## src/hw/bsq_pkg.sv

```systemverilog
// Package: constants, register map and types for the brake sequencer
package bsq_pkg;
  // Register byte offsets
  localparam logic [7:0] REG_CTRL = 8'h00;
  localparam logic [7:0] REG_WARN_DETECT = 8'h04;
  localparam logic [7:0] REG_POWEROFF_DELAY = 8'h08;
  localparam logic [7:0] REG_ROTARY_VEL = 8'h0C;
  localparam logic [7:0] REG_OFF_WAIT = 8'h10;
  localparam logic [7:0] REG_LINEAR_VEL = 8'h14;
  localparam logic [7:0] REG_PIN_ASSIGN = 8'h18;
  localparam logic [7:0] REG_WARN_ASSIGN = 8'h1C;
  localparam logic [7:0] REG_STATUS = 8'h20;
  // Control field positions
  localparam int CTRL_SERVO_ON_BIT = 0;
  localparam int CTRL_LINEAR_BIT = 1;
  // Reset values and field limits
  localparam logic WARN_DETECT_RESET = 1'b1;
  localparam logic [5:0] POWEROFF_DELAY_RESET = 6'h0A;
  localparam logic [5:0] POWEROFF_DELAY_MAX = 6'h32;
  localparam logic [13:0] ROTARY_VEL_RESET = 14'h0064;
  localparam logic [13:0] LINEAR_VEL_RESET = 14'h000A;
  localparam logic [13:0] VEL_MAX = 14'h2710;
  localparam logic [6:0] OFF_WAIT_RESET = 7'h32;
  localparam logic [6:0] OFF_WAIT_MIN = 7'h0A;
  localparam logic [6:0] OFF_WAIT_MAX = 7'h64;
  localparam logic [2:0] PIN_ASSIGN_RESET = 3'h5;
  localparam logic [2:0] WARN_ASSIGN_RESET = 3'h0;
  // Tick timing
  localparam int CLOCK_MHZ = 250;
  localparam int TICK_MS = 10;
  localparam int TICK_CYCLES = CLOCK_MHZ * 1000 * TICK_MS;
  // Sequencer states, one-hot
  typedef enum logic [4:0] {
    ST_OFF = 5'h01,
    ST_RUN = 5'h02,
    ST_STOPPING = 5'h04,
    ST_HOLD = 5'h08,
    ST_ALARM_HOLD = 5'h10
  } bsq_state_type;
endpackage : bsq_pkg

```

## src/hw/bsq_brake_seq.sv

```systemverilog
// Top: brake sequencer with overtravel warning and APB registers
// Function
// - Warn when either travel-prohibit input is active with servo on.
// - Warning detection setting: 0 off, 1 on; on by default, immediate.
// - On warning, stop motor but keep accepting controller commands.
// - Brake output high releases brake, low engages it.
// - Servo off or alarm: engage after wait time or below velocity.
// - After engaging on servo off at rest or on alarm stop done, keep motor powered for poweroff delay, then disable.
// - Servo off while stopped drops brake output at once.
// - Poweroff delay 0 to 50 in 10 ms, default 10, immediate.
// - Alarm with motor stopped disables motor at once.
// - Power off: engage on low velocity or wait elapsed, whichever first.
// - Zero-velocity alarm stop runs the poweroff delay once stopped.
// - Rotary threshold 0 to 10000 rpm, default 100.
// - Servo-off wait 10 to 100 in 10 ms, default 50, immediate.
// - Linear threshold 0 to 10000 mm/s, default 10.
// - In overtravel, brake stays released while output asserted.
// - Brake output routable to a selectable pin.
// - In overtravel, motion opposite the prohibited side is allowed.
//
// The placing of the registers and the APB interface to the registers were decided locally.
`timescale 1ns/1ns
`default_nettype none
module bsq_brake_seq
  import bsq_pkg::*;
#(
  parameter int TICK_DIVIDE = TICK_CYCLES,
  parameter int VEL_WIDTH = 16,
  parameter int PINS = 8
) (
  input wire logic ref_clk, // System clock, 250 MHz
  input wire logic rst_n, // Asynchronous reset, active low
  input wire logic psel, // APB select
  input wire logic penable, // APB enable
  input wire logic pwrite, // APB direction
  input wire logic [7:0] paddr, // APB byte address
  input wire logic [31:0] pwdata, // APB write data
  output logic [31:0] prdata, // APB read data
  output logic pready, // APB ready
  output logic pslverr, // APB error
  input wire logic servoOnIn, // Servo-on request pin
  input wire logic alarm, // Drive alarm level
  input wire logic forward_travel_prohibit, // Forward limit active
  input wire logic reverse_travel_prohibit, // Reverse limit active
  input wire logic signed [VEL_WIDTH-1:0] motorVelocity, // Signed speed
  input wire logic stopDone, // Zero-velocity alarm stop finished
  output logic brake_control_out, // High releases brake
  output logic motorPower, // Motor power enabled
  output logic overtravel_warning, // Overtravel warning
  output logic motorStop, // Stop request to motion control
  output logic forwardAllowed, // Forward motion permitted
  output logic reverseAllowed, // Reverse motion permitted
  output logic [PINS-1:0] outPins // Routed output pins
);
  typedef struct packed {
    bsq_state_type state;
    logic servoOnSw;
    logic linearMotor;
    logic warnDetect;
    logic [5:0] poweroffDelay;
    logic [13:0] rotaryVel;
    logic [6:0] offWait;
    logic [13:0] linearVel;
    logic [2:0] pinAssign;
    logic [2:0] warnAssign;
    logic [6:0] timer;
    logic brake;
    logic power;
    logic warn;
    logic stop;
    logic fwdOk;
    logic revOk;
    logic [PINS-1:0] pins;
    logic [31:0] rdata;
    logic ready;
    logic slverr;
  } bsq_top_state_type;

  bsq_top_state_type r;
  bsq_top_state_type next_r;
  logic tick;
  logic [PINS-1:0] routed;
  logic [VEL_WIDTH-1:0] absVel;
  logic slow;
  logic servoOn;
  logic overtravel;
  logic access;

  // Clamp a written field into its legal range
  function automatic logic [13:0] clampVel(input logic [31:0] v);
    if (v > 32'(VEL_MAX)) begin
      clampVel = VEL_MAX;
    end else begin
      clampVel = v[13:0];
    end
  endfunction : clampVel

  bsq_tick #(
    .DIVIDE(TICK_DIVIDE)
  ) u_tick (
    .ref_clk(ref_clk),
    .rst_n(rst_n),
    .tick(tick)
  );

  bsq_pin_route #(
    .PINS(PINS)
  ) u_route (
    .brakeLevel(next_r.brake),
    .warnLevel(next_r.warn),
    .brakeSel(r.pinAssign),
    .warnSel(r.warnAssign),
    .pinLevel(routed)
  );

  // Magnitude so that reverse motion is judged like forward
  assign absVel = motorVelocity[VEL_WIDTH-1] ?
    VEL_WIDTH'(-motorVelocity) : motorVelocity;
  assign slow = r.linearMotor ?
    (32'(absVel) < 32'(r.linearVel)) :
    (32'(absVel) < 32'(r.rotaryVel));
  assign servoOn = servoOnIn && r.servoOnSw;
  assign overtravel = forward_travel_prohibit || reverse_travel_prohibit;
  assign access = psel && penable;

  always_comb begin
    next_r = r;
    next_r.ready = 1'b0;
    next_r.slverr = 1'b0;
    // Register bus: one wait state, answer on second access cycle
    if (access && !r.ready) begin
      next_r.ready = 1'b1;
      next_r.rdata = 32'h00000000;
      if (pwrite) begin
        case (paddr)
          REG_CTRL: begin
            next_r.servoOnSw = pwdata[CTRL_SERVO_ON_BIT];
            next_r.linearMotor = pwdata[CTRL_LINEAR_BIT];
          end
          REG_WARN_DETECT: next_r.warnDetect = pwdata[0];
          REG_POWEROFF_DELAY: begin
            next_r.poweroffDelay = (pwdata > 32'(POWEROFF_DELAY_MAX)) ?
              POWEROFF_DELAY_MAX : pwdata[5:0];
          end
          REG_ROTARY_VEL: next_r.rotaryVel = clampVel(pwdata);
          REG_OFF_WAIT: begin
            if (pwdata < 32'(OFF_WAIT_MIN)) begin
              next_r.offWait = OFF_WAIT_MIN;
            end else if (pwdata > 32'(OFF_WAIT_MAX)) begin
              next_r.offWait = OFF_WAIT_MAX;
            end else begin
              next_r.offWait = pwdata[6:0];
            end
          end
          REG_LINEAR_VEL: next_r.linearVel = clampVel(pwdata);
          REG_PIN_ASSIGN: next_r.pinAssign = pwdata[2:0];
          REG_WARN_ASSIGN: next_r.warnAssign = pwdata[2:0];
          default: next_r.slverr = 1'b1;
        endcase
      end else begin
        case (paddr)
          REG_CTRL: next_r.rdata = {30'h0, r.linearMotor, r.servoOnSw};
          REG_WARN_DETECT: next_r.rdata = {31'h0, r.warnDetect};
          REG_POWEROFF_DELAY: next_r.rdata = {26'h0, r.poweroffDelay};
          REG_ROTARY_VEL: next_r.rdata = {18'h0, r.rotaryVel};
          REG_OFF_WAIT: next_r.rdata = {25'h0, r.offWait};
          REG_LINEAR_VEL: next_r.rdata = {18'h0, r.linearVel};
          REG_PIN_ASSIGN: next_r.rdata = {29'h0, r.pinAssign};
          REG_WARN_ASSIGN: next_r.rdata = {29'h0, r.warnAssign};
          REG_STATUS: begin
            next_r.rdata = {20'h0, r.fwdOk, r.revOk, r.stop, r.warn,
              r.power, r.brake, 1'b0, r.state};
          end
          default: next_r.slverr = 1'b1;
        endcase
      end
    end

    // Overtravel warning follows its cause level by level
    next_r.warn = r.warnDetect && servoOn && overtravel;
    // Stop request only; command interface stays open to the controller
    next_r.stop = next_r.warn;
    next_r.fwdOk = !forward_travel_prohibit;
    next_r.revOk = !reverse_travel_prohibit;

    // Brake sequencer
    case (r.state)
      ST_OFF: begin
        next_r.brake = 1'b0;
        next_r.power = 1'b0;
        next_r.timer = 7'h00;
        if (servoOn && !alarm) begin
          next_r.state = ST_RUN;
          next_r.power = 1'b1;
          next_r.brake = 1'b1;
        end
      end
      ST_RUN: begin
        // Overtravel alone never touches the brake output
        next_r.brake = 1'b1;
        next_r.power = 1'b1;
        next_r.timer = 7'h00;
        if (alarm && slow) begin
          // Stopped motor: no delay, load may creep before brake holds
          next_r.brake = 1'b0;
          next_r.power = 1'b0;
          next_r.state = ST_OFF;
        end else if (alarm && stopDone) begin
          next_r.brake = 1'b0;
          next_r.state = ST_HOLD;
        end else if (alarm) begin
          next_r.power = 1'b0;
          next_r.state = ST_STOPPING;
        end else if (!servoOn && slow) begin
          next_r.brake = 1'b0;
          next_r.state = ST_HOLD;
        end else if (!servoOn) begin
          next_r.power = 1'b0;
          next_r.state = ST_STOPPING;
        end
      end
      ST_STOPPING: begin
        // Motor coasting unpowered; first of velocity or wait wins
        if (tick) begin
          next_r.timer = r.timer + 7'h01;
        end
        if (slow || r.timer >= r.offWait) begin
          next_r.brake = 1'b0;
          next_r.timer = 7'h00;
          next_r.state = ST_ALARM_HOLD;
        end
      end
      ST_HOLD: begin
        // Power kept on while the brake bites
        if (tick) begin
          next_r.timer = r.timer + 7'h01;
        end
        if (r.timer >= 7'(r.poweroffDelay)) begin
          next_r.power = 1'b0;
          next_r.timer = 7'h00;
          next_r.state = ST_OFF;
        end
      end
      ST_ALARM_HOLD: begin
        // Brake engaged; settle before a new servo-on is honoured
        next_r.brake = 1'b0;
        next_r.power = 1'b0;
        if (!servoOn || !alarm) begin
          next_r.state = ST_OFF;
        end
      end
      default: begin
        next_r.state = ST_OFF;
        next_r.brake = 1'b0;
        next_r.power = 1'b0;
      end
    endcase
    next_r.pins = routed;
  end

  always_ff @(posedge ref_clk or negedge rst_n) begin
    if (!rst_n) begin
      r <= '0;
      r.state <= ST_OFF;
      r.servoOnSw <= 1'b1;
      r.warnDetect <= WARN_DETECT_RESET;
      r.poweroffDelay <= POWEROFF_DELAY_RESET;
      r.rotaryVel <= ROTARY_VEL_RESET;
      r.offWait <= OFF_WAIT_RESET;
      r.linearVel <= LINEAR_VEL_RESET;
      r.pinAssign <= PIN_ASSIGN_RESET;
      r.warnAssign <= WARN_ASSIGN_RESET;
      r.fwdOk <= 1'b1;
      r.revOk <= 1'b1;
    end else begin
      r <= next_r;
    end
  end

  assign prdata = r.rdata;
  assign pready = r.ready;
  assign pslverr = r.slverr;
  assign brake_control_out = r.brake;
  assign motorPower = r.power;
  assign overtravel_warning = r.warn;
  assign motorStop = r.stop;
  assign forwardAllowed = r.fwdOk;
  assign reverseAllowed = r.revOk;
  assign outPins = r.pins;
endmodule : bsq_brake_seq
`default_nettype wire

```

## src/hw/bsq_pin_route.sv

```systemverilog
// Routes brake and warning signals onto a bank of output pins
`timescale 1ns/1ns
`default_nettype none
module bsq_pin_route
  import bsq_pkg::*;
#(
  parameter int PINS = 8
) (
  input wire logic brakeLevel, // Brake control level
  input wire logic warnLevel, // Warning level
  input wire logic [2:0] brakeSel, // Pin index for brake output
  input wire logic [2:0] warnSel, // Pin index for warning, 0 is none
  output logic [PINS-1:0] pinLevel // Combined pin levels
);
  genvar i;
  generate
    for (i = 0; i < PINS; i++) begin : g_pin
      assign pinLevel[i] = (brakeLevel && brakeSel == 3'(i)) ||
        (warnLevel && warnSel != 3'h0 && warnSel == 3'(i));
    end
  endgenerate
endmodule : bsq_pin_route
`default_nettype wire

```

## src/hw/bsq_tick.sv

```systemverilog
// Divider giving a one-cycle enable every 10 ms
`timescale 1ns/1ns
`default_nettype none
module bsq_tick
  import bsq_pkg::*;
#(
  parameter int DIVIDE = TICK_CYCLES
) (
  input wire logic ref_clk, // System clock
  input wire logic rst_n, // Asynchronous reset, active low
  output logic tick // One-cycle pulse each period
);
  typedef struct packed {
    logic [31:0] count;
    logic tick;
  } bsq_tick_state_type;
  bsq_tick_state_type r;
  bsq_tick_state_type next_r;
  always_comb begin
    next_r = r;
    next_r.tick = 1'b0;
    if (r.count >= 32'(DIVIDE - 1)) begin
      next_r.count = 32'h00000000;
      next_r.tick = 1'b1;
    end else begin
      next_r.count = r.count + 32'h00000001;
    end
  end
  always_ff @(posedge ref_clk or negedge rst_n) begin
    if (!rst_n) begin
      r <= '0;
    end else begin
      r <= next_r;
    end
  end
  assign tick = r.tick;
endmodule : bsq_tick
`default_nettype wire

```

## config.mk

```make
export PLATFORM = sky130hd
export DESIGN_NAME = bsq_brake_seq
export DESIGN_NICKNAME = d
export VERILOG_FILES = /design/src/hw/bsq_pkg.sv /design/src/hw/bsq_brake_seq.sv /design/src/hw/bsq_pin_route.sv /design/src/hw/bsq_tick.sv
export SDC_FILE = /design/constraint.sdc
export NUM_CORES = 1
export LEC_CHECK = 0
export ABC_AREA = 1
export BUFFER_PORTS_ARGS = -buffer_cell sky130_fd_sc_hd__buf_2
export CORE_ASPECT_RATIO = 1.4
export CORE_MARGIN = 2
export CORE_UTILIZATION = 45
export DETAILED_ROUTE_END_ITERATION = 16
export PLACE_DENSITY = 0.7
export SLEW_MARGIN = 40
export SYNTH_ARGS = -nofsm -noshare
export SYNTH_HDL_FRONTEND = slang
export SYNTH_SLANG_ARGS = --single-unit
export TNS_END_PERCENT = 30
```

## constraint.sdc

```tcl
create_clock -name ref_clk -period 2.7 [get_ports ref_clk]
set_input_delay 0.405 -clock ref_clk [delete_from_list [all_inputs] [get_ports ref_clk]]
set_output_delay 0.405 -clock ref_clk [all_outputs]
set_load 0.05 [all_outputs]
```

Yosys cells after proc, flatten, opt, wreduce, memory -nomap -nowiden. Index checks and enable logic that the tools add are counted.

Shift-type cells: 0. Magnitude comparators: 9. Div/mod/pow operators: 0. $mul: 0. Reductions and logical operators: 60. $add $sub $neg: 3. Bitwise logic cells: 1. Mux-type cells: 40. Equality and inequality tests: 32.

Operator list (number): 14-bit case mux with 9 select lines (1); 5-bit two-way mux (9); 32-bit by 1-bit adder with 32-bit output, second input constant (1); 8-bit by 5-bit == test with 1-bit output, second input constant (4); 32-bit by 22-bit >= comparator with 1-bit output, second input constant (1); 32-bit by 14-bit greater-than comparator with 1-bit output, second input constant (1); 32-bit by 6-bit greater-than comparator with 1-bit output, second input constant (1); 32-bit by 7-bit greater-than comparator with 1-bit output, second input constant (1); 16-bit by 14-bit less-than comparator with 1-bit output (2); 32-bit by 4-bit less-than comparator with 1-bit output, second input constant (1); 32-bit two-way mux (1); 14-bit two-way mux (2); 7-bit two-way mux (4); 1-bit logical AND (26); 5-bit case mux with 5 select lines (1); 3-bit == test, second input constant (8); 3-bit AND reduction (8); 7-bit case mux with 3 select lines (1); 8-bit by 4-bit == test with 1-bit output, second input constant (2); 16-bit two-way mux (1); 16-bit negation (1); 1-bit two-way mux (13); 3-bit by 2-bit == test with 1-bit output, second input constant (4); 1-bit logical OR (11); other kinds (27) (40).

Logic and storage cells: 167. Bits in writable memories: 0. Register bits after elaboration: 124. Memories: 0. Output and inout port bits: 48. Input port bits: 66. Latch bits: 0. ROM bits: 0.

Logic depth before layout (Yosys ltp).
Depth in word-level cells: 12. Depth in mapped cells: 22. Depth with buffers taken out: 22.

By module. From an unflattened synthesis, not the netlist that was laid out.

Cells, all modules: 1033. Area total of the unflattened synthesis: 7887.6 um^2.

Modules (own cells, without submodules): bsq_brake_seq (area an instance 6070.8 um^2, sequential area each 2298.5 um^2, times used 1, cells each 786); bsq_tick (area an instance 1657.8 um^2, sequential area each 825.8 um^2, times used 1, cells each 212); bsq_pin_route (area an instance 158.9 um^2, sequential area each 0.0 um^2, times used 1, cells each 35).

Worst setup path before layout. No wires, ideal clock.

Path kind: input -> register. From: input motorVelocity[1]. To: register r (netlist bit outPins[2]). Arrival: 2537 ps. Stages: 18. Library setup time: 117 ps. Required time: 2583 ps. Slack: 46 ps. Path buffers: 0. Cell sequence: inv_1 > ha_1 > inv_1 > nor3_2 > nand2_1 > o21ai_0 > o21ai_0 > xor2_1 > ha_1 > a211o_1 > nor2_2 > nand2_2 > nand2_4 > a21oi_1 > nand2_1 > nand3_4 > nand2_1 > nand2_1.

RTL lines: start, declared (line bsq_brake_seq.sv:45) `input wire logic signed [VEL_WIDTH-1:0] motorVelocity,`; end signal, assigned (line bsq_brake_seq.sv:276) `r <= next_r;`; end, declared (line bsq_brake_seq.sv:79) `bsq_top_state_type r;`.

==> summary.md <==
| Metric | Value |
|---|---|
| Top_reg_cell synth | `dfrtp_1` |
| Kind of critical path | `in2reg` |
| Ys Warns | `0` |
| Ys async rst share | `1.00` |
| Worst-Skew Late Latency | `0.42 ns` |
| Worst-margin pin slew | `0.663 ns` |
| Final worst-path cycle share | `0.978` |
| Cell count after synthesis | `975` |
| Final nets | `1210` |
| Setup Skew | `0.0101 ns` |
| Vias in the first global route | `6510` |
| First DRT Iteration DRCs | `351` |
| ANT cells | `0` |
| Post-synth EDFFs | `0` |
| Switch share | `0.278` |
| Top-area cell type share of the netlist area | `0.350` |
| Chip width | `114 um` |
| Power, Total | `5.04 mW` |
| PwrDens | `549 nW/um2` |
| Total Wirelength | `19.4 mm` |
| Internal Pwr Total | `3.64 mW` |
| Clock sink count | `124` |
| Most common cell after layout, fill and taps aside | `nand2_1` |
| Sequential-to-total area share from yosys stat | `0.408` |
| Worst VDD drop | `0.432 mV` |
| Clock Power Share | `0.463` |
| Max Slew Vio Count | `0` |
| Residual DRC count | `0` |
| Routed Antenna Nets | `0` |
| Lkg Pwr | `4.76 nW` |
| GR Util All Layers | `0.217` |
| Fillers | `1575` |
| Initial Util | `0.459` |
| Pre-CTS setup slack | `-0.356 ns` |
| Row cnt | `56` |
| Placed Instances | `1280` |
| Synth area leader | `dfrtp_1` |
| Setup violations, final | `0` |
| Status | `completed` |
| Util after Layout | `0.551` |
| Area growth, synth to finish | `20.1%` |
| Crit path DAT | `2.94 ns` |
| Max clock buf depth | `2` |
| HP Class | `in2reg` |
| Tmin final | `2.64 ns` |
| Hold Violations, Final | `0` |
| FMAX | `379 MHz` |
| Root Driver | `clkbuf_16` |
| Reg clk slew, reported paths | `0.06 ns` |
| Relative slew slack | `0.552` |
| Die Ht | `158 um` |
| Most frequent cells in the layout | `195 x nand2_1, 147 x inv_1, 107 x dfrtp_1, 92 x buf_2, 89 x nor2_1` |
| Global route overflow | `0` |
| Netlist cell types | `50` |
| Sw power | `1.40 mW` |
| Dpl hpwl | `14.9 mm` |
| Max Cap Viol | `0` |
| Port bufs | `95` |
| Die Footprint | `18100 um2` |
| CP endpoint kind | `flop` |
| Final WS setup | `0.0587 ns` |
| Core area | `16700 um2` |
| Placer congestion estimate | `0.959` |
| Syn Area/Cell | `7.84 um2` |
| Dominant cells by area after synthesis | `dfrtp_1 35%, nand2_1 10%, inv_1 7.3%` |
| Avg WL per Cell | `14.7 um` |
| Clock buffers created by TritonCTS | `17` |
| Io pins | `114` |
| Layout cells sized above 1 | `0.221` |
| WP data required | `3.00 ns` |
| Pin count of the biggest net entering global routing | `47` |
| Synthesized flop and latch total | `124` |
| Cell Count, Final, Fillers Out | `1317` |
| Setup crit start kind | `input port` |
| Syn Std Cell Area | `7650 um2` |
| TritonCTS clock tree | `yes` |
| Setup tns final | `0 ns` |
| Drt via density | `5.12` |
| Combinational power share | `0.146` |
| Sequential share of power | `0.391` |
| H-Tree Depth | `4` |
| First-pass GRT wire length | `30.6 mm` |
| Crit Path Max Fanout | `6` |
| Drt pass-1 iters | `5` |
| Initial antenna violation count | `0` |
| Detailed-route via count | `6742` |
what timing repair did:
action / in CTS / in global routing
setup endpoints to repair: 0 / 22
endpoints found under the hold margin: 34 / 0
setup buffers: 0 / 4
gates resized for setup: 0 / 31
hold buffers: 1 / 0
sequential cells by signal (all words and copies together) (netlist names), 8 cells and up:
register,count
r,62
u_tick.r,32
prdata,14
outPins,8
power by group through the flow:
stage | combinational [mW] | sequential [mW] | clock (mW)
floorplan | 0.448 | 2.02 | 0
global placement | 0.687 | 2.00 | 0
detailed placement | 0.698 | 2.00 | 0
CTS | 0.699 | 1.97 | 2.37
global route | 0.825 | 1.98 | 2.44
finish | 0.735 | 1.97 | 2.34
stage by stage:
stage                     instance area, um2  hold WS (ns)
after CTS                               9020         0.101
after global placement                  8410         0.403
after detailed placement                8410         0.400
final                                   9180         0.119
after floorplan                         7750         0.109
after global routing                    9180         0.109
logic make-up after synthesis:
group	count (synthesis)	share of synthesized area
AO/OA/AOI/OAI	164	0.127
XOR/XNOR	21	0.0240
adder cells (fa/ha/maj)	42	0.0687
buffers and inverters	210	0.125
flip-flops	124	0.408
multiplexers	1	0.00147
other	1	0.000490
AND/OR/NAND/NOR	412	0.245
per-layer routing:
| metal | vias up | part of all wire | GRT usage | wire length (um) |
|---|---|---|---|---|
| met2 | 157 | 0.53 | 0.393 | 10300 |
| met3 | 40 | 0.035 | 0.0354 | 685 |
| met1 | 3179 | 0.39 | 0.243 | 7620 |
| met5 | - | 0 | 0 | 0 |
| li1 | 3366 | - | - | - |
| met4 | 0 | 0.040 | 0.117 | 777 |
final timing paths:
check,from,endpoint,slack (ns),depth (start not counted)
hold / removal,reverse_travel_prohibit,reverseAllowed$_DFF_PN1_,0.12,2
max in group asynchronous,rst_n,r[104]$_DFFE_PN1P_,1.52,3
setup / recovery,motorVelocity[0],outPins[3]$_DFF_PN0_,0.06,19
setup reg to reg,r[48]$_DFFE_PN0P_,r[48]$_DFFE_PN0P_,0.39,11
hold reg to reg,pready$_DFF_PN0_,pready$_DFF_PN0_,0.48,1
min in group asynchronous,rst_n,u_tick.r[3]$_DFF_PN0_,0.49,2
worst max-delay path, cell delays in order:
cell and delay [ns]:
buf_6 0.10, inv_6 0.06, ha_4 0.12, inv_2 0.04, nor3_2 0.21, nand2_1 0.13, o21ai_1 0.23, o21ai_0 0.15
xor2_1 0.19, ha_1 0.20, a211o_1 0.30, nor2_2 0.12, nand2_2 0.07, nand2_4 0.13, a21boi_2 0.08, nand2_2 0.12
nand3_4 0.13, nand2_2 0.09, nand2_1 0.05
cell type report:
class	instances	area, um2	share of cell area
Inverter	155	589	0.0642
Tap cell	203	254	0.0277
Clock buffer	18	439	0.0478
Clock inverter	13	168	0.0183
Multi-Input combinational cell	669	3770	0.411
Sequential cell	124	3120	0.340
Timing Repair Buffer	135	835	0.0909
Yosys cell counts, types with 6 or more instances:
| library cell | n |
|---|---|
| o21ai_1 | 13 |
| nand3_1 | 29 |
| a21oi_1 | 25 |
| nor3_2 | 6 |
| nand4_1 | 15 |
| inv_2 | 6 |
| inv_1 | 149 |
| nor3_1 | 27 |
| a211oi_1 | 6 |
| xor2_1 | 19 |
| nor2_1 | 90 |
| dfstp_2 | 17 |
| nand2_1 | 203 |
| dfrtp_1 | 107 |
| ha_1 | 42 |
| o21ai_0 | 70 |
| a221oi_1 | 10 |
| o22ai_1 | 13 |
| buf_4 | 41 |
| nand2_2 | 7 |
| buf_2 | 6 |
| nor2_2 | 9 |
| clkbuf_1 | 7 |
No activity file was read; power rests on OpenSTA's default activity.
